`config.mk`:
```
export PLATFORM = sky130hd
export DESIGN_NAME = scis_top
export DESIGN_NICKNAME = d
export VERILOG_FILES = /design/src/inc/scis_pkg.sv /design/src/inc/scis_frame_if.sv /design/src/rtl/scis_spi_frame.sv /design/src/rtl/scis_top.sv
export SDC_FILE = /design/constraint.sdc
export NUM_CORES = 1
export LEC_CHECK = 0
export BUFFER_PORTS_ARGS = -buffer_cell sky130_fd_sc_hd__buf_2
export CORE_UTILIZATION = 66
export CTS_BUF_LIST = sky130_fd_sc_hd__clkbuf_4
export DETAILED_ROUTE_END_ITERATION = 16
export PLACE_DENSITY = 0.86
export SLEW_MARGIN = 20
export SYNTH_ARGS = -nofsm -noshare
export SYNTH_HDL_FRONTEND = slang
export SYNTH_SLANG_ARGS = --single-unit
```
`constraint.sdc`:
```
create_clock -name clk_i -period 6.2 [get_ports clk_i]
set_clock_uncertainty 0.2 [all_clocks]
set_input_delay 0.31 -clock clk_i [delete_from_list [all_inputs] [get_ports clk_i]]
set_output_delay 0.31 -clock clk_i [all_outputs]
set_load 0.1 [all_outputs]
```
`src/inc/scis_pkg.sv`:
```
// Shared constants, types and helpers of the star coupler interrupt and status block.
package scis_pkg;
   // Clock and timing.
   localparam int CLK_MHZ = 20;
   localparam int CLK_NS = 50;
   localparam int IRQ_GAP_NS = 100;
   localparam int IRQ_GAP_CYC = (IRQ_GAP_NS + CLK_NS - 1) / CLK_NS;
   localparam int IO_UV_TO_US = 1000;
   localparam int IO_UV_TO_CYC = IO_UV_TO_US * CLK_MHZ;

   // Serial frame layout.
   localparam int FRAME_BITS = 16;
   localparam int ADDR_MSB = 15;
   localparam int ADDR_LSB = 12;
   localparam logic [3:0] SEL_IRQ = 4'h1;
   localparam logic [3:0] SEL_GEN = 4'h2;
   localparam logic [3:0] SEL_MODE = 4'h8;

   // Interrupt status word.
   localparam int IRQ_POWER_ON_FLAG = 11;
   localparam int IRQ_WAKE = 10;
   localparam int IRQ_BR1 = 9;
   localparam int IRQ_BR2 = 8;
   localparam int IRQ_UV = 5;
   localparam int IRQ_CLAMP = 4;
   localparam int IRQ_SPI = 3;
   localparam int IRQ_HC = 2;
   localparam int IRQ_TEMP = 1;
   localparam logic [11:0] IRQ_RST = 12'h800;

   // General status word.
   localparam int GEN_LWAKE = 11;
   localparam int GEN_SWAKE = 10;
   localparam int GEN_GUARD = 9;
   localparam int GEN_BAT = 8;
   localparam int GEN_VCC = 7;
   localparam int GEN_VIO = 6;
   localparam int GEN_TWARN = 5;
   localparam int GEN_THIGH = 4;
   localparam int GEN_CLTRX = 3;
   localparam int GEN_CLTXEN = 2;
   localparam int GEN_COLL = 1;
   localparam int PAR_BIT = 0;
   localparam logic [8:2] LAT_RST = 7'h00;

   typedef enum logic [1:0] {
      MODE_NORMAL = 2'h0,
      MODE_STANDBY = 2'h1,
      MODE_SLEEP = 2'h2,
      MODE_OTHER = 2'h3
   } scis_mode_e;

   typedef enum logic {
      FR_IDLE = 1'b0,
      FR_BUSY = 1'b1
   } scis_fr_e;

   // Parity bit that makes the whole 12-bit word odd.
   function automatic logic odd_par(input logic [11:1] d);
      return ~(^d);
   endfunction : odd_par
endpackage : scis_pkg

```
`src/inc/scis_frame_if.sv`:
```
// Hand-off between the serial frame unit and the status core.
`timescale 1ns/1ns
`default_nettype none
interface scis_frame_if;
   logic start;
   logic done;
   logic ok;
   logic [15:0] rx;
   logic [15:0] tx;
   modport fr (output start, output done, output ok, output rx, input tx);
   modport core (input start, input done, input ok, input rx, output tx);
endinterface : scis_frame_if
`default_nettype wire

```
`src/rtl/scis_spi_frame.sv`:
```
// Serial frame unit: samples the host pins, shifts one word in and out per frame.
`timescale 1ns/1ns
`default_nettype none
module scis_spi_frame (
   // Clock and reset
   input wire logic clk_i,
   input wire logic rstn_i,
   // Serial pins
   input wire logic chip_select_n_i,
   input wire logic sclk_i,
   input wire logic sdi_i,
   output logic sdo_o,
   output logic sdo_oe_o,
   // Frame hand-off
   scis_frame_if.fr fr
);
   import scis_pkg::*;

   logic [2:0] cs_s_reg;
   logic [2:0] ck_s_reg;
   logic [2:0] di_s_reg;
   logic cs_f_reg;
   logic ck_f_reg;
   logic di_f_reg;
   scis_fr_e st_reg;
   logic [15:0] rx_reg;
   logic [15:0] tx_reg;
   logic [4:0] cnt_reg;
   logic sdo_reg;
   logic oe_reg;
   logic start_reg;
   logic done_reg;
   logic ok_reg;
   logic cs_upd;
   logic ck_upd;

   // A level counts only once the second and third stage agree.
   always_ff @(posedge clk_i or negedge rstn_i) begin
      if (!rstn_i) begin
         cs_s_reg <= 3'h7;
         ck_s_reg <= 3'h0;
         di_s_reg <= 3'h0;
         cs_f_reg <= 1'b1;
         ck_f_reg <= 1'b0;
         di_f_reg <= 1'b0;
      end else begin
         cs_s_reg <= {cs_s_reg[1:0], chip_select_n_i};
         ck_s_reg <= {ck_s_reg[1:0], sclk_i};
         di_s_reg <= {di_s_reg[1:0], sdi_i};
         if (cs_s_reg[1] == cs_s_reg[2]) cs_f_reg <= cs_s_reg[2];
         if (ck_s_reg[1] == ck_s_reg[2]) ck_f_reg <= ck_s_reg[2];
         if (di_s_reg[1] == di_s_reg[2]) di_f_reg <= di_s_reg[2];
      end
   end

   assign cs_upd = (cs_s_reg[1] == cs_s_reg[2]) && (cs_s_reg[2] != cs_f_reg);
   assign ck_upd = (ck_s_reg[1] == ck_s_reg[2]) && (ck_s_reg[2] != ck_f_reg);

   // Data is taken on the rising serial edge and moved out on the falling one.
   always_ff @(posedge clk_i or negedge rstn_i) begin
      if (!rstn_i) begin
         st_reg <= FR_IDLE;
         rx_reg <= 16'h0000;
         tx_reg <= 16'h0000;
         cnt_reg <= 5'h00;
         sdo_reg <= 1'b0;
         oe_reg <= 1'b0;
         start_reg <= 1'b0;
         done_reg <= 1'b0;
         ok_reg <= 1'b0;
      end else begin
         start_reg <= 1'b0;
         done_reg <= 1'b0;
         case (st_reg)
            FR_IDLE: begin
               if (cs_upd && !cs_s_reg[2]) begin
                  st_reg <= FR_BUSY;
                  tx_reg <= fr.tx;
                  sdo_reg <= fr.tx[15];
                  oe_reg <= 1'b1;
                  cnt_reg <= 5'h00;
                  start_reg <= 1'b1;
               end
            end
            FR_BUSY: begin
               if (cs_upd && cs_s_reg[2]) begin
                  st_reg <= FR_IDLE;
                  oe_reg <= 1'b0;
                  done_reg <= 1'b1;
                  ok_reg <= (cnt_reg == 5'(FRAME_BITS)); // see RL25 see RL10
               end else if (start_reg) begin
                  // Reload in the cycle the core freezes its copy, so the reply always equals what a read clears.
                  tx_reg <= fr.tx;
                  sdo_reg <= fr.tx[15];
               end else if (ck_upd && ck_s_reg[2]) begin
                  rx_reg <= {rx_reg[14:0], di_f_reg};
                  if (cnt_reg != 5'h1f) cnt_reg <= cnt_reg + 5'h01; // see RL25
               end else if (ck_upd && !ck_s_reg[2]) begin
                  tx_reg <= {tx_reg[14:0], 1'b0};
                  sdo_reg <= tx_reg[14];
               end
            end
            default: st_reg <= FR_IDLE;
         endcase
      end
   end

   assign sdo_o = sdo_reg;
   assign sdo_oe_o = oe_reg;
   assign fr.start = start_reg;
   assign fr.done = done_reg;
   assign fr.ok = ok_reg;
   assign fr.rx = rx_reg;
endmodule : scis_spi_frame
`default_nettype wire

```
`src/rtl/scis_top.sv`:
```
// Interrupt and general status core of the star coupler with its serial host port.
`timescale 1ns/1ns
`default_nettype none
// How it works
// RL1: Power-on flag set leaving reset, read-cleared.
// RL2: Wake flag from branch, link or pin.
// RL3: Branch event flag on wake, error, clamp.
// RL4: Condition flags clear once source gone, read.
// RL5: Branch event clear re-pulses interrupt, except wake.
// RL6: Undervoltage flag from any supply bit.
// RL7: Undervoltage flag clear re-pulses interrupt pin.
// RL8: Clamp flag from clamps or link collision.
// RL9: Clamp flag clear re-pulses interrupt pin.
// RL10: Frame not sixteen clocks sets serial error.
// RL11: Illegal mode request sets command error.
// RL12: Overtemperature flag from warning or high.
// RL13: Overtemperature flag clear re-pulses interrupt pin.
// RL14: Local wake bit: set, read/mode-exit clear.
// RL15: Link wake bit: same as local wake.
// RL16: Guardian bit mirrors guardian pin level.
// RL17: Latched supply bits hold until status read.
// RL18: Unlatched supply bits follow detectors live.
// RL19: I/O undervoltage blocks inputs and commands.
// RL20: Long I/O undervoltage enters autonomous mode.
// RL21: General status bit order eleven down.
// RL22: Bit zero is odd parity.
// RL23: Any new interrupt bit gives falling edge.
// RL24: Interrupt status bit order as listed.
// RL25: Count clocks under select, judge at rise.
module scis_top #(
   parameter int IO_UV_TIMEOUT_CYC = scis_pkg::IO_UV_TO_CYC
) (
   // Clock and reset
   input wire logic clk_i,
   input wire logic rstn_i,
   // Serial host port
   input wire logic chip_select_n_i,
   input wire logic sclk_i,
   input wire logic sdi_i,
   output logic sdo_o,
   output logic sdo_oe_o,
   // Pins
   input wire logic local_wake_pin_i,
   input wire logic bus_guardian_enable_pin_i,
   output logic irq_n_o,
   // Detectors and branch status, same clock
   input wire logic star_link_wake_i,
   input wire logic star_link_collision_i,
   input wire logic star_link_clamp_i,
   input wire logic tx_enable_clamp_i,
   input wire logic battery_low_i,
   input wire logic core_supply_low_i,
   input wire logic io_supply_low_i,
   input wire logic temp_warn_i,
   input wire logic temp_high_i,
   input wire logic [1:0] branch_wake_flag_i,
   input wire logic [1:0] branch_tx_error_flag_i,
   input wire logic [1:0] branch_clamp_flag_i,
   // Mode logic
   input wire scis_pkg::scis_mode_e mode_i,
   input wire logic status_latch_en_i,
   input wire logic host_cmd_error_i,
   output logic mode_req_valid_o,
   output logic [11:0] mode_req_o,
   output logic io_inputs_blocked_o,
   output logic autonomous_mode_flag_o
);
   import scis_pkg::*;

   scis_frame_if frame_bus ();

   scis_spi_frame u_frame (
      .clk_i(clk_i),
      .rstn_i(rstn_i),
      .chip_select_n_i(chip_select_n_i),
      .sclk_i(sclk_i),
      .sdi_i(sdi_i),
      .sdo_o(sdo_o),
      .sdo_oe_o(sdo_oe_o),
      .fr(frame_bus)
   );

   logic [2:0] lw_s_reg;
   logic [2:0] bg_s_reg;
   logic lw_f_reg;
   logic guardian_pin_level_reg;
   logic [3:0] sel_reg;
   logic [3:0] snap_sel_reg;
   logic [11:0] snap_reg;
   scis_mode_e mode_prev_reg;
   logic local_wake_flag_reg;
   logic star_link_wake_flag_reg;
   logic star_link_collision_flag_reg;
   logic [8:2] lat_reg;
   logic [11:1] irq_reg;
   logic [1:0] brw_prev_reg;
   logic [1:0] br_cause_reg;
   logic pend_reg;
   logic [1:0] gap_reg;
   logic irq_n_reg;
   logic mode_req_valid_reg;
   logic [11:0] mode_req_reg;
   logic io_blk_reg;
   logic [31:0] uv_cnt_reg;
   logic apm_reg;

   logic io_uv;
   logic local_wake_evt;
   logic frm_done;
   logic frm_ok;
   logic irq_rd_ok;
   logic gen_rd_ok;
   logic leave_normal;
   logic [1:0] br_src;
   logic uv_src;
   logic clamp_src;
   logic temp_src;
   logic set_wake;
   logic [11:1] irq_set;
   logic [11:1] irq_src;
   logic [11:1] irq_clr;
   logic [11:1] res_mask;
   logic new_set;
   logic resolve;
   logic [11:0] irq_word;
   logic [11:0] gen_word;

   // Pins from outside the clock domain pass three stages.
   always_ff @(posedge clk_i or negedge rstn_i) begin
      if (!rstn_i) begin
         lw_s_reg <= 3'h0;
         bg_s_reg <= 3'h0;
         lw_f_reg <= 1'b0;
         guardian_pin_level_reg <= 1'b0;
      end else begin
         lw_s_reg <= {lw_s_reg[1:0], local_wake_pin_i};
         bg_s_reg <= {bg_s_reg[1:0], bus_guardian_enable_pin_i};
         if (lw_s_reg[1] == lw_s_reg[2]) lw_f_reg <= lw_s_reg[2];
         if (bg_s_reg[1] == bg_s_reg[2]) guardian_pin_level_reg <= bg_s_reg[2]; // see RL16
      end
   end

   assign io_uv = io_supply_low_i;
   assign local_wake_evt = (lw_s_reg[1] == lw_s_reg[2]) && lw_s_reg[2] && !lw_f_reg && !io_uv; // see RL19
   assign frm_done = frame_bus.done && !io_uv; // see RL19
   assign frm_ok = frm_done && frame_bus.ok;
   assign irq_rd_ok = frm_ok && (snap_sel_reg == SEL_IRQ);
   assign gen_rd_ok = frm_ok && (snap_sel_reg == SEL_GEN);
   assign leave_normal = (mode_prev_reg == MODE_NORMAL) && ((mode_i == MODE_STANDBY) || (mode_i == MODE_SLEEP));

   // A frame returns the word picked by the last good frame; the picked word is frozen at select fall.
   always_ff @(posedge clk_i or negedge rstn_i) begin
      if (!rstn_i) begin
         sel_reg <= SEL_IRQ;
         snap_sel_reg <= SEL_IRQ;
         snap_reg <= 12'h000;
         mode_prev_reg <= MODE_OTHER;
         mode_req_valid_reg <= 1'b0;
         mode_req_reg <= 12'h000;
      end else begin
         mode_prev_reg <= mode_i;
         mode_req_valid_reg <= 1'b0;
         if (frame_bus.start) begin
            snap_sel_reg <= sel_reg;
            snap_reg <= frame_bus.tx[11:0];
         end
         if (frm_ok) begin
            case (frame_bus.rx[ADDR_MSB:ADDR_LSB])
               SEL_IRQ, SEL_GEN: sel_reg <= frame_bus.rx[ADDR_MSB:ADDR_LSB];
               SEL_MODE: begin
                  mode_req_valid_reg <= 1'b1; // see RL19
                  mode_req_reg <= frame_bus.rx[11:0];
               end
               default: sel_reg <= sel_reg;
            endcase
         end
      end
   end

   // General status flags; a new event wins over a clear in the same cycle.
   always_ff @(posedge clk_i or negedge rstn_i) begin
      if (!rstn_i) begin
         local_wake_flag_reg <= 1'b0;
         star_link_wake_flag_reg <= 1'b0;
         star_link_collision_flag_reg <= 1'b0;
         lat_reg <= LAT_RST;
      end else begin
         if (local_wake_evt) local_wake_flag_reg <= 1'b1; // see RL14
         else if ((gen_rd_ok && snap_reg[GEN_LWAKE]) || leave_normal) local_wake_flag_reg <= 1'b0; // see RL14
         if (star_link_wake_i) star_link_wake_flag_reg <= 1'b1; // see RL15
         else if ((gen_rd_ok && snap_reg[GEN_SWAKE]) || leave_normal) star_link_wake_flag_reg <= 1'b0; // see RL15
         if (star_link_collision_i) star_link_collision_flag_reg <= 1'b1;
         else if (gen_rd_ok && snap_reg[GEN_COLL]) star_link_collision_flag_reg <= 1'b0;
         if (status_latch_en_i) begin
            lat_reg <= (lat_reg & ~(gen_rd_ok ? snap_reg[8:2] : 7'h00)) | {battery_low_i, core_supply_low_i,
               io_supply_low_i, temp_warn_i, temp_high_i, star_link_clamp_i, tx_enable_clamp_i}; // see RL17
         end else begin
            lat_reg <= {battery_low_i, core_supply_low_i, io_supply_low_i, temp_warn_i, temp_high_i,
               star_link_clamp_i, tx_enable_clamp_i}; // see RL18
         end
      end
   end

   assign br_src = branch_wake_flag_i | branch_tx_error_flag_i | branch_clamp_flag_i; // see RL3
   assign uv_src = lat_reg[GEN_BAT] | lat_reg[GEN_VCC] | lat_reg[GEN_VIO]; // see RL6
   assign clamp_src = lat_reg[GEN_CLTRX] | lat_reg[GEN_CLTXEN] | star_link_collision_flag_reg
      | (|branch_clamp_flag_i); // see RL8
   assign temp_src = lat_reg[GEN_TWARN] | lat_reg[GEN_THIGH]; // see RL12
   assign set_wake = local_wake_evt | star_link_wake_i | (|(branch_wake_flag_i & ~brw_prev_reg)); // see RL2

   always_comb begin
      irq_set = '0;
      irq_src = '0;
      irq_set[IRQ_WAKE] = set_wake;
      irq_set[IRQ_BR1] = br_src[0];
      irq_set[IRQ_BR2] = br_src[1];
      irq_set[IRQ_UV] = uv_src;
      irq_set[IRQ_CLAMP] = clamp_src;
      irq_set[IRQ_SPI] = frm_done && !frame_bus.ok; // see RL10
      irq_set[IRQ_HC] = host_cmd_error_i; // see RL11
      irq_set[IRQ_TEMP] = temp_src;
      irq_src[IRQ_BR1] = br_src[0];
      irq_src[IRQ_BR2] = br_src[1];
      irq_src[IRQ_UV] = uv_src;
      irq_src[IRQ_CLAMP] = clamp_src;
      irq_src[IRQ_TEMP] = temp_src;
      irq_clr = irq_rd_ok ? (snap_reg[11:1] & ~irq_src) : '0; // see RL4 see RL1
      res_mask = '0;
      res_mask[IRQ_UV] = 1'b1;
      res_mask[IRQ_CLAMP] = 1'b1;
      res_mask[IRQ_TEMP] = 1'b1;
      res_mask[IRQ_BR1] = br_cause_reg[0];
      res_mask[IRQ_BR2] = br_cause_reg[1];
   end

   assign new_set = |(irq_set & ~irq_reg); // see RL23
   assign resolve = |(irq_clr & irq_reg & res_mask); // see RL5 see RL7 see RL9 see RL13

   // Interrupt flags; power-on is the reset value, so it shows as soon as rstn_i lifts.
   always_ff @(posedge clk_i or negedge rstn_i) begin
      if (!rstn_i) begin
         irq_reg <= IRQ_RST[11:1]; // see RL1
         brw_prev_reg <= 2'h0;
         br_cause_reg <= 2'h0;
      end else begin
         irq_reg <= (irq_reg & ~irq_clr) | irq_set;
         brw_prev_reg <= branch_wake_flag_i;
         // A branch flag raised only by wake-up does not announce its clearing.
         br_cause_reg[0] <= (irq_reg[IRQ_BR1] && !irq_clr[IRQ_BR1] && br_cause_reg[0])
            || branch_tx_error_flag_i[0] || branch_clamp_flag_i[0]; // see RL5
         br_cause_reg[1] <= (irq_reg[IRQ_BR2] && !irq_clr[IRQ_BR2] && br_cause_reg[1])
            || branch_tx_error_flag_i[1] || branch_clamp_flag_i[1]; // see RL5
      end
   end

   // The pin is lifted for a short gap so that each announcement is a fresh falling edge.
   always_ff @(posedge clk_i or negedge rstn_i) begin
      if (!rstn_i) begin
         pend_reg <= 1'b0;
         gap_reg <= 2'h0;
         irq_n_reg <= 1'b1;
      end else begin
         if (resolve) pend_reg <= 1'b1;
         else if (irq_rd_ok) pend_reg <= 1'b0;
         if (new_set || resolve) begin
            gap_reg <= 2'(IRQ_GAP_CYC); // see RL23
            irq_n_reg <= 1'b1;
         end else if (gap_reg != 2'h0) begin
            gap_reg <= gap_reg - 2'h1;
            irq_n_reg <= 1'b1;
         end else begin
            irq_n_reg <= ~((|irq_reg) | pend_reg);
         end
      end
   end

   // Autonomous control once the I/O supply stays low past the timeout.
   always_ff @(posedge clk_i or negedge rstn_i) begin
      if (!rstn_i) begin
         uv_cnt_reg <= 32'h0;
         apm_reg <= 1'b0;
         io_blk_reg <= 1'b0;
      end else begin
         io_blk_reg <= io_uv; // see RL19
         if (!io_uv) uv_cnt_reg <= 32'h0;
         else if (uv_cnt_reg < 32'(IO_UV_TIMEOUT_CYC)) uv_cnt_reg <= uv_cnt_reg + 32'h1;
         if (uv_cnt_reg >= 32'(IO_UV_TIMEOUT_CYC)) apm_reg <= 1'b1; // see RL20
      end
   end

   assign irq_word = {irq_reg[11:1], odd_par(irq_reg[11:1])}; // see RL24 see RL22
   assign gen_word = {local_wake_flag_reg, star_link_wake_flag_reg, guardian_pin_level_reg, lat_reg,
      star_link_collision_flag_reg, 1'b0};
   assign frame_bus.tx = {sel_reg, (sel_reg == SEL_GEN)
      ? {gen_word[11:1], odd_par(gen_word[11:1])} : irq_word}; // see RL21 see RL22

   assign irq_n_o = irq_n_reg;
   assign mode_req_valid_o = mode_req_valid_reg;
   assign mode_req_o = mode_req_reg;
   assign io_inputs_blocked_o = io_blk_reg;
   assign autonomous_mode_flag_o = apm_reg;
endmodule : scis_top
`default_nettype wire

```
# [Word-level counts from Yosys, hierarchy flattened]
# Cells that the tools add are included.
[word_totals] ff_bits=160 wordCells=206 out_inout_bits=18
[classes] addsub=3 n_mux=47 n_lt_le_gt_ge=2 eq_ne=26 bitwise_logic=31 n_reduce_logical=59
[ops] cell="two-way mux 15 bit" count=5
[ops] cell="two-way mux 32 bit" count=2
[ops] cell="AND 11 bit" count=3
[ops] cell="OR reduction 11 bit" count=3
[ops] cell="adder 32 x 1 -> 32 bit (second input constant)" count=1
[ops] cell="greater-or-equal comparator 32 x 15 -> 1 bit (second input constant)" count=1
[ops] cell="less-than comparator 32 x 15 -> 1 bit (second input constant)" count=1
[ops] cell="one-hot mux 15 bit (2 select lines)" count=1
[ops] cell="two-way mux 5 bit" count=5
[ops] cell="two-way mux 1 bit" count=24
[ops] cell="logical AND 1 bit" count=22
[ops] cell="NOT 11 bit" count=2
[ops] cell="parity 11 bit" count=2
[ops] cell="two-way mux 7 bit" count=2
[ops] cell="equality test 4 x 2 -> 1 bit (second input constant)" count=3
[ops] cell="two-way mux 12 bit" count=1
[ops] cell="nonzero test 2 bit" count=6
[ops] cell="AND 10 x 11 -> 11 bit" count=1
[ops] cell="AND 11 x 9 -> 11 bit" count=1
[ops] cell="two-way mux 11 bit" count=1
[ops] cell="NOT 9 -> 11 bit" count=1
[ops] cell="bitwise OR 11 x 10 -> 11 bit" count=1
[ops] cell="inequality test 2 bit (second input constant)" count=5
[ops] cell="one-hot mux 5 bit (2 select lines)" count=1
[ops] cell="29 further kinds" count=73

# [Logic depth before layout (Yosys ltp)]
# Gate-level depths: netlist of the first run.
[logic_depth] word_depth=11 mapped_depth=7 ltp_nobuf=7

# [By module]
# A second synthesis of the first run with hierarchy kept.
[hier_totals] hier_cells=569 hier_area_um2=6915.4
[modules_own_cells] mod="scis_top" instances=1 cells_per_inst=413 area_each_um2=4679.5 seq_area_each_um2=2635.0
[modules_own_cells] mod="scis_spi_frame" instances=1 cells_per_inst=156 area_each_um2=2235.9 seq_area_each_um2=1356.3

# [Worst setup path before layout of the first run]
# OpenSTA, ideal clock, no wires.
[synth_timing] kind="reg-to-reg" start="register uv_cnt_reg[17]" end="register uv_cnt_reg[7]" slack_ns=4.077 stages_incl_launch_ff=6 path_buffers=1 required_time_ns=5.921 t_arrival_ns=1.844 setup_ns=0.079 path_cell_list="dfrtp_1 or3_1 or3_1 buf_2 or4_1 a21oi_1"
[synth_via] elab_chain_len=2
[synth_lines] item="from (decl)" line="scis_top.sv:104" rtl="logic [31:0] uv_cnt_reg;"
[synth_lines] item="from (signal assigned)" line="scis_top.sv:286" rtl="else if (uv_cnt_reg < 32'(IO_UV_TIMEOUT_CYC)) uv_cnt_reg <= uv_cnt_reg + 32'h1;"
[synth_lines] item="less-than comparator 32 x 15 -> 1 bit" line="scis_top.sv:286"
[synth_lines] item="inequality test 2 x 1 -> 1 bit (no line)"
# No other way between the ends.
# A chain may end at the register's enable or synchronous reset.

# [Final worst setup path of the first run]
[layout_timing] start="input io_supply_low_i" end="register lat_reg[3] (netlist name)"
[layout_via] elab_chain_len=9
[layout_lines] item="from (decl)" line="scis_top.sv:53" rtl="input wire logic io_supply_low_i,"
[layout_lines] item="zero test 1 bit"
[layout_lines] item="logical AND 1 bit" line="scis_top.sv:145" rtl="assign frm_done = frame_bus.done && !io_uv;"
[layout_lines] item="logical AND 1 bit" line="scis_top.sv:146" rtl="assign frm_ok = frm_done && frame_bus.ok;"
[layout_lines] item="logical AND 1 bit" line="scis_top.sv:148" rtl="assign gen_rd_ok = frm_ok && (snap_sel_reg == SEL_GEN);"
[layout_lines] item="two-way mux 7 bit" line="scis_top.sv:195" rtl="lat_reg <= (lat_reg & ~(gen_rd_ok ? snap_reg[8:2] : 7'h00)) | {battery_low_i, core_supply_low_i,"
[layout_lines] item="NOT 7 bit" line="scis_top.sv:195"
[layout_lines] item="AND 7 bit" line="scis_top.sv:195"
[layout_lines] item="bitwise OR 7 bit" line="scis_top.sv:195"
[layout_lines] item="two-way mux 7 bit" line="scis_top.sv:194" rtl="if (status_latch_en_i) begin"
[layout_lines] item="to (signal assigned)" line="scis_top.sv:195"
[layout_lines] item="to (signal assigned)" line="scis_top.sv:198" rtl="lat_reg <= {battery_low_i, core_supply_low_i, io_supply_low_i, temp_warn_i, temp_high_i,"
[layout_lines] item="to (decl)" line="scis_top.sv:94" rtl="logic [8:2] lat_reg;"
# No other way between the ends.

==> results of run 1 <==
synthesized netlist by cell type, types with 7 or more instances:
| master | n |
|---|---|
| o21ai_0 | 37 |
| or4_1 | 7 |
| nand2b_1 | 12 |
| clkbuf_1 | 17 |
| xnor2_1 | 13 |
| nand3_1 | 15 |
| mux2_2 | 34 |
| and2_1 | 18 |
| nor3_1 | 9 |
| nand2_1 | 75 |
| nor2_1 | 25 |
| nor4_1 | 11 |
| ha_1 | 13 |
| mux2i_1 | 23 |
| inv_1 | 24 |
| a21oi_1 | 26 |
| dfrtp_1 | 149 |
| a31o_2 | 8 |
| dfstp_2 | 10 |
stage by stage:
stage	area, um^2	setup WS, ps	util	cells
after floorplan	6820	4080	-	602
after global placement	7160	3350	0.723	759
after detailed placement	7160	3160	0.723	759
after CTS	7820	3130	0.789	824
after global routing	7830	2840	0.790	824
final	7830	2950	0.790	824
cells by family after synthesis:
family | Yosys count | synth area share
and+or+nand+nor | 205 | 0.155
DFF | 159 | 0.585
AOI/OAI and AO/OA | 102 | 0.0919
muxes | 57 | 0.0899
buffers and inverters | 46 | 0.0257
adders and majority gates | 17 | 0.0297
xor gates and xnor gates | 16 | 0.0226
power by group through the flow:
stage / combinational, mW / clock [mW] / sequential, mW
finish: 0.377 / 0.689 / 1.28
global route: 0.420 / 0.740 / 1.29
detailed placement: 0.358 / 0 / 1.29
floorplan: 0.221 / 0 / 1.31
global placement: 0.335 / 0 / 1.29
CTS: 0.378 / 0.699 / 1.28
cell type report:
class                   count  area (um^2)  share of cell area
multi-input cells         397         2670               0.342
flip-flops and latches    159         3990               0.510
clock inverters            10          163              0.0208
repair buffers             79          581              0.0742
inverters                  25         93.8              0.0120
well taps                 133          166              0.0213
clock buffers              21          158              0.0201
layer usage:
metal | share of wire | vias to the layer above | global-route usage | wire length, um
met1 | 0.42 | 2424 | 0.369 | 5910
met3 | 0.060 | 37 | 0.0661 | 836
met5 | 0 | - | 0 | 0
li1 | - | 2267 | - | -
met4 | 0.025 | 0 | 0.118 | 350
met2 | 0.49 | 177 | 0.449 | 6840
final timing paths:
path                                   from             to  slack (ps)  cells past startpoint
min in group clk_i              bg_s_reg[0]    bg_s_reg[1]         170                      0
min reg2reg                     bg_s_reg[0]    bg_s_reg[1]         170                      0
max in group asynchronous            rstn_i    lw_s_reg[1]        4490                      3
max reg2reg                u_frame.fr.start  u_frame.sdo_o        3120                      3
min                                  rstn_i       pend_reg         130                      2
max                         io_supply_low_i     lat_reg[3]        2950                      7
worst max-delay path: cells and delay by family:
family,cells,cell delay (ps)
buffers and inverters,3,1460
and+or+nand+nor,3,1410
AOI/OAI and AO/OA,1,300
==> out/qor.yml, run 1 <==
n_antenna_cell: 0
peakVddDrop_v: 0.000274
start_kind: "input port"
total_power_mw: 2.35
relSlewSlack: 0.281
core_um2: 9910
hold_class: "input port to asynchronous set/reset pin"
min_period_over_period: 0.524
rsz0062_at_grt: "false"
cts_setup_buffers: 0
netlist_top_cells_area: "dfrtp_1 (55%), mux2_2 (5.6%), nand2_1 (4.1%), dfstp_2 (3.9%), mux2i_1 (3.4%)"
syn_area_um2: 6820
ant_nets: 0
hold_buffers: 34
async_flop_share: 1.00
initial_utilization: 0.688
final_nets: 718
drive_above_1_share: 0.198
largest_register_ffs: 32
viasPerCell: 5.95
dp_hpwl_um: 8960
power_frac_clock: 0.294
synth_cell_type_count: 57
clock_sinks: 159
cap_violations: 0
dr_total_vias: 4905
fillers: 606
tritoncts: "done"
globalRouteTotalUtil: 0.280
fp-row-count: 36
antenna_found_initial: 0
numCtsBuffers: 17
hold_violations: 0
drv_slew: 0
mostFrequentLayoutCells: "dfrtp_1 (149), nand2_1 (75), buf_2 (42)"
fp.dieH_um: 104
intPower_mw: 1.66
critPathKind: "input port to flop"
clk_pin_slew_ps: 120
die_w_um: 104
io_pins: 44
grt_pass1_wl_um: 23500
synth_top_area_share: 0.547
fin_crit_ps: 3250
outcome: "finished clean"
pwr-share-comb: 0.161
ctsResizeCount: 0
ys_seq_area_frac: 0.585
drt_pass1_iterations: 6
htree_num_levels: 4
wl_per_cell_um: 16.9
critical_path.max_fanout: 36
drt-initial-drc-count: 312
grt_start_max_net_pins: 83
cp.required_ps: 6440
fmax_mhz: 308
p_sw_frac: 0.293
ys_ff_latch: 159
final_common_cell: "dfrtp_1"
overflow: 0
worst_slew_pin_slew_ps: 1070
cpMostUsedCell: "dlygate4sd3_1"
synth_cells: 602
routed_wl_um: 13900
drc: 0
portBuffers: 43
routabilityCongestion: 0.878
die_area_um2: 10700
crit_arrival_ps: 3490
avgSynthCellArea_um2: 11.3
synth_edf_count: 0
root_buffer: "clkbuf_4"
p_leak_nw: 3.65
synthToLayoutAreaGrowth_pct: 14.8
insertion_delay_ps: 560
setup_viol: 0
power_density_nw_per_um2: 300
yosys.area.top_type: "dfrtp_1"
synth_ff_type: "dfrtp_1"
p_switching_uw: 687
critical_path.slowest_cell: "nor4_2"
worstPathCellList: "dlygate4sd3_1 > buf_2 > nand3b_1 > nor4_2 > nand2_1 > a31o_2 > dlygate4sd3_1"
grt_pass1_vias: 4923
fin_tns_setup_ps: 0
end_kind: "flop"
holdWs_ps: 135
seqPwrFrac: 0.546
max_stage_delay_ps: 920
clock_path_buffers: 2
synthesis.nets: 641
yosys_warnings: 0
(Power assumes the default switching activity.)
==> run 2, diff against run 1 <==
Settings changed: ABC_AREA set to 1, CORE_UTILIZATION 66 to 57, PLACE_DENSITY 0.86 to 0.78.
Clock period 6.2 ns to 2.94 ns, I/O delays scaled along.
==> run 2 against run 1 <==
Net effect: synthesized area grew 6.1%; critical path type unchanged; critical path depth grew 3; critical endpoint is now lat_reg[4]; count of clock-buffer cells in the layout shrank 3; sequential share of layout area shrank 2.9 points.
==> out/qor.yml, run 2 <==
fin_crit_ps: 2380
globalRouteTotalUtil: 0.240
synthesis.nets: 864
portBuffers: 43
seqPwrFrac: 0.563
ys_ff_latch: 159
root_buffer: "clkbuf_4"
start_kind: "input port"
worst_slew_pin_slew_ps: 688
cts_setup_buffers: 0
htree_num_levels: 4
cap_violations: 0
syn_area_um2: 7240
dp_hpwl_um: 9630
grt_pass1_wl_um: 24100
p_switching_mw: 1.57
fp.dieH_um: 115
drt_pass1_iterations: 5
wl_per_cell_um: 13.1
io_pins: 44
final_common_cell: "nand2_1"
async_flop_share: 1.00
worstPathCellList: "dlygate4sd3_1 > buf_2 > inv_4 > nand3_2 > inv_2 > nand4_1 > inv_2 > nand2_1 > a31o_2 > dlygate4sd3_1"
cp.required_ps: 3200
routed_wl_um: 14400
final_nets: 955
clock_sinks: 159
fmax_mhz: 421
max_stage_delay_ps: 560
end_kind: "flop"
fillers: 997
routabilityCongestion: 0.874
fin_util: 0.679
outcome: "finished clean"
intPower_mw: 3.11
ys_seq_area_frac: 0.552
die_w_um: 115
grt_start_max_net_pins: 77
ant_nets: 0
relSlewSlack: 0.541
fin_tns_setup_ps: 0
netlist_top_cells_area: "dfrtp_1 (52%), nand2_1 (11%), inv_1 (5.4%), nor2_1 (4.4%), dfstp_2 (3.6%)"
post-synth-top-count-cell: "nand2_1"
yosys-top-cells-count: "nand2_1 (213), dfrtp_1 (149), inv_1 (105)"
avgSynthCellArea_um2: 8.77
crit_arrival_ps: 2630
synthToLayoutAreaGrowth_pct: 14.5
rsz0062_at_grt: "false"
p_sw_frac: 0.336
power_frac_clock: 0.249
yosys.area.top_type: "dfrtp_1"
dr_total_vias: 5559
pwr-share-comb: 0.187
hold_class: "input port to flop"
viasPerCell: 5.07
fp-row-count: 40
power_density_nw_per_um2: 564
drc: 0
insertion_delay_ps: 570
clock_path_buffers: 2
tritoncts: "done"
setup_ws_ps: 565
clk_pin_slew_ps: 130
die_area_um2: 13200
synth_cells: 825
p_leak_nw: 4.14
antenna_found_initial: 0
synth_top_area_share: 0.515
synth_edf_count: 0
cp_num_buf_inv: 6
setup_viol: 0
grt_pass1_vias: 5331
overflow: 0
initial_utilization: 0.593
synth_cell_type_count: 43
critical_path.slowest_cell: "dlygate4sd3_1"
drt-initial-drc-count: 367
critical_path.max_fanout: 28
cp_top_family: "buffers and inverters"
critPathKind: "input port to flop"
largest_register_ffs: 32
n_antenna_cell: 0
yosys_warnings: 0
synth_ff_type: "dfrtp_1"
drv_slew: 0
core_um2: 12200
hold_violations: 0
mostFrequentLayoutCells: "nand2_1 (213), dfrtp_1 (149), inv_1 (105)"
min_period_over_period: 0.808
numCtsBuffers: 17
dp_worst_setup_slack_ps: 1020
drive_above_1_share: 0.150
peakVddDrop_v: 0.000540
==> run 2: kinds of logic after synthesis <==
| family | synth area share |
|---|---|
| simple gates | 0.228 |
| flops | 0.552 |
| buf+inv | 0.0747 |
| compound gates | 0.101 |
| xor+xnor | 0.0182 |
| fa+ha+maj | 0.0252 |
| mux | 0.00156 |
==> run 2: power by group through the flow <==
stage	clock network [mW]	registers, mW	logic, mW
final	1.17	2.64	0.877
after global routing	1.29	2.67	1.00
after CTS	1.20	2.63	0.886
after detailed placement	0	2.67	0.844
after global placement	0	2.67	0.812
after floorplan	0	2.78	0.492
==> run 2: final timing paths <==
| check | start | endpoint | slack, ps | depth (start not counted) |
|---|---|---|---|---|
| setup / recovery | io_supply_low_i | lat_reg[4] | 560 | 10 |
| hold / removal | branch_clamp_flag_i[1] | irq_n_o | 100 | 8 |
| setup reg to reg | lat_reg[2] | gap_reg[0] | 720 | 8 |
| hold reg to reg | u_frame.cs_s_reg[0] | u_frame.cs_s_reg[1] | 160 | 0 |
| max in group asynchronous | rstn_i | u_frame.fr.rx[8] | 1260 | 4 |
| min in group asynchronous | rstn_i | bg_s_reg[0] | 490 | 3 |
==> run 2: layout make-up <==
type,count,area [um^2],area share
sequential,159,3990,0.482
multi-input combinational,533,2710,0.326
timing repair buffer,93,719,0.0868
inverter,112,423,0.0510
tap,168,210,0.0254
clock buffer,18,135,0.0163
clock inverter,14,105,0.0127
==> run 2: what timing repair did <==
action                                  CTS  global route
hold endpoints to repair                204             0
endpoints found under the setup margin    0             0
hold buffers                             44             0
resized for setup                         0             0
==> run 2: routing by layer <==
metal / vias to the layer above / part of all wire / track usage
met5: - / 0 / 0
met4: 0 / 0.021 / 0.0952
met3: 24 / 0.036 / 0.0646
met2: 116 / 0.48 / 0.396
met1: 2612 / 0.46 / 0.303
li1: 2807 / - / -
==> run 2: worst reg2reg max path: cells and delay by family, from the launching register on <==
kind	cells	cell delay, ps
simple gates	6	740
compound gates	1	160
buf+inv	1	600
flops	1	440
==> run 2: metrics by stage <==
stage | total power, mW | cell area [um^2] | hold slack, ps | instances
final | 4.68 | 8290 | 96.8 | 1097
after global routing | 4.96 | 8290 | 75.4 | 1097
after CTS | 4.72 | 8290 | 38.7 | 1097
after detailed placement | 3.51 | 7610 | 8.13 | 1021
after global placement | 3.48 | 7610 | 11.6 | 1021
after floorplan | 3.27 | 7240 | -349 | 825
==> run 3, diff against run 2 <==
Settings changed: CORE_UTILIZATION 57 to 63, PLACE_DENSITY 0.78 to 0.82.
Clock period 2.94 ns to 2.2 ns, I/O delays scaled along.
==> run 3 against run 2 <==
Net effect: final cell count down 1.3%; clock power grew 57%; register-to-register slack lost 600 ps; count of clock-buffer cells in the layout fell by 1; via count up 4.9%; first-iteration DRC count increased by 11%; cell area grew 1.6%; critical path type is now flop to flop; highest routed layer unchanged; global-route usage is 4.0 points higher; die area shrank 9.4%; worst hold slack got worse by 40 ps; largest cell class unchanged; worst setup slack got worse by 440 ps.
==> out/qor.yml, run 3 (same netlist as run 2, synthesis figures left out) <==
outcome: "finished clean"
dp.cells: 996
power_density_nw_per_um2: 779
cp_top_family: "flip-flops"
dr_total_vias: 5831
max_stage_delay_ps: 560
p_switching_mw: 2.16
final_nets: 969
fp-row-count: 38
root_buffer: "clkbuf_4"
relSlewSlack: 0.614
hold_class: "input port to flop"
setup_viol: 0
largest_register_ffs: 32
pwr-share-comb: 0.182
clock_sinks: 159
seqPwrFrac: 0.537
min_from: "star_link_collision_i"
reg2regPathDepth: 5
cp.required_ps: 2490
drt_pass1_iterations: 5
grt_pass1_wl_um: 25300
met2_wirelength_um: 7550
critical_path.slowest_cell: "dfstp_2"
numCtsBuffers: 17
critical_path.max_fanout: 11
tritoncts: "done"
viasPerCell: 5.38
mostFrequentLayoutCells: "nand2_1 (213), dfrtp_1 (149), inv_1 (105)"
drv_slew: 0
grt_start_max_net_pins: 65
insertion_delay_ps: 580
layout.cells.non_filler: 1083
routabilityCongestion: 0.916
fillers: 791
topRoutingLayerUsed: "met4"
cap_violations: 0
io_pins: 44
timing.rr.start: "snap_sel_reg[0]"
worstPathCellList: "nand3_1 > nor2_4 > nand2_1 > a21o_1 > dlygate4sd3_1"
overflow: 0
p_leak_nw: 4.25
antenna_found_initial: 0
die_w_um: 109
fin_util: 0.764
crit_arrival_ps: 2360
min_delay_path_depth: 3
core_um2: 11000
globalRouteTotalUtil: 0.280
initial_utilization: 0.656
peakVddDrop_v: 0.000641
ant_nets: 0
dp_worst_setup_slack_ps: 309
drt-initial-drc-count: 409
wl_per_cell_um: 14.1
dp_hpwl_um: 10300
p_sw_frac: 0.330
fin_crit_ps: 2080
drive_above_1_share: 0.163
setup_ws_ps: 123
n_antenna_cell: 0
synthToLayoutAreaGrowth_pct: 16.4
grt_pass1_vias: 5771
start_kind: "flop"
final_common_cell: "nand2_1"
routed_wl_um: 15200
clock_path_buffers: 2
worst_slew_pin_slew_ps: 580
clk_pin_slew_ps: 150
htree_num_levels: 4
routed-wl-met3_um: 765
intPower_mw: 4.40
critPathKind: "flop to flop"
drc: 0
end_kind: "flop"
fmax_mhz: 481
power_frac_clock: 0.281
hold_violations: 0
r2r-end: "irq_reg[4]"
die_area_um2: 11900
portBuffers: 43
min_period_over_period: 0.944
rrSetupSlack_ps: 120
holdWs_ps: 57.0
cp_num_buf_inv: 1
wl_met1_um: 6490
whs_endpoint: "star_link_collision_flag_reg"
fp.dieH_um: 109
run 3: changes by cell type in the layout (fill, tap and decap cells not counted), sizes merged:
| cell | change |
|---|---|
| bufinv | +2 |
| clkbuf | -1 |
| dlygate4sd3 | +1 |
| clkinvlp | -4 |
| inv | +3 |
| buf | +13 |
run 3: worst max-delay path by stage:
stage	depth (start not counted)	slack [ps]	endpoint	startpoint
CTS	6	100	irq_reg[4]	snap_sel_reg[3]
finish	5	120	irq_reg[4]	snap_sel_reg[0]
global placement	7	390	u_frame.tx_reg[11]	u_frame.cs_s_reg[1]
global route	7	-5	lat_reg[4]	u_frame.fr.done
floorplan	8	510	u_frame.tx_reg[10]	u_frame.cs_s_reg[1]
detailed placement	7	310	u_frame.tx_reg[2]	u_frame.cs_s_reg[1]
run 3: layer usage:
| metal | vias to the layer above | GRT usage |
|---|---|---|
| met5 | - | 0 |
| met4 | 0 | 0.150 |
| li1 | 2832 | - |
| met1 | 2787 | 0.343 |
| met3 | 40 | 0.0598 |
| met2 | 172 | 0.466 |
run 3: worst reg2reg max path, stage by stage (launching register included):
cell and delay, ps:
dfstp_2 560, nand3_1 120, nor2_4 290, nand2_1 100
a21o_1 160, dlygate4sd3_1 540
run 3: power groups by stage:
stage | Combinational, mW | Sequential [mW] | Clock, mW
after global placement | 1.07 | 3.55 | 0
after floorplan | 0.657 | 3.72 | 0
after CTS | 1.20 | 3.51 | 1.88
final | 1.20 | 3.52 | 1.84
after detailed placement | 1.14 | 3.56 | 0
after global routing | 1.35 | 3.56 | 2.00
run 3: stage by stage:
step / TNS [ps] / instance area (um^2) / power [mW]
after detailed placement: 0 / 7600 / 4.70
after global placement: 0 / 7600 / 4.63
after global routing: -8.79 / 8430 / 6.92
final: 0 / 8430 / 6.56
after CTS: 0 / 8350 / 6.59
after floorplan: 0 / 7240 / 4.38
run 3: area by class of cell:
class                      count  area (um^2)  share of cell area
clock inverter                15          171              0.0203
timing repair buffer         107          827              0.0982
clock buffer                  17          128              0.0151
inverter                     112          425              0.0505
tap                          140          175              0.0208
multi-input combinational    533         2710               0.321
sequential                   159         3990               0.474
run 3: what timing repair did:
action	in CTS	in global routing
hold buffers	45	0
buffers inserted	0	10
hold endpoints to repair	222	0
endpoints found under the setup margin	0	8
gates resized for setup	0	2
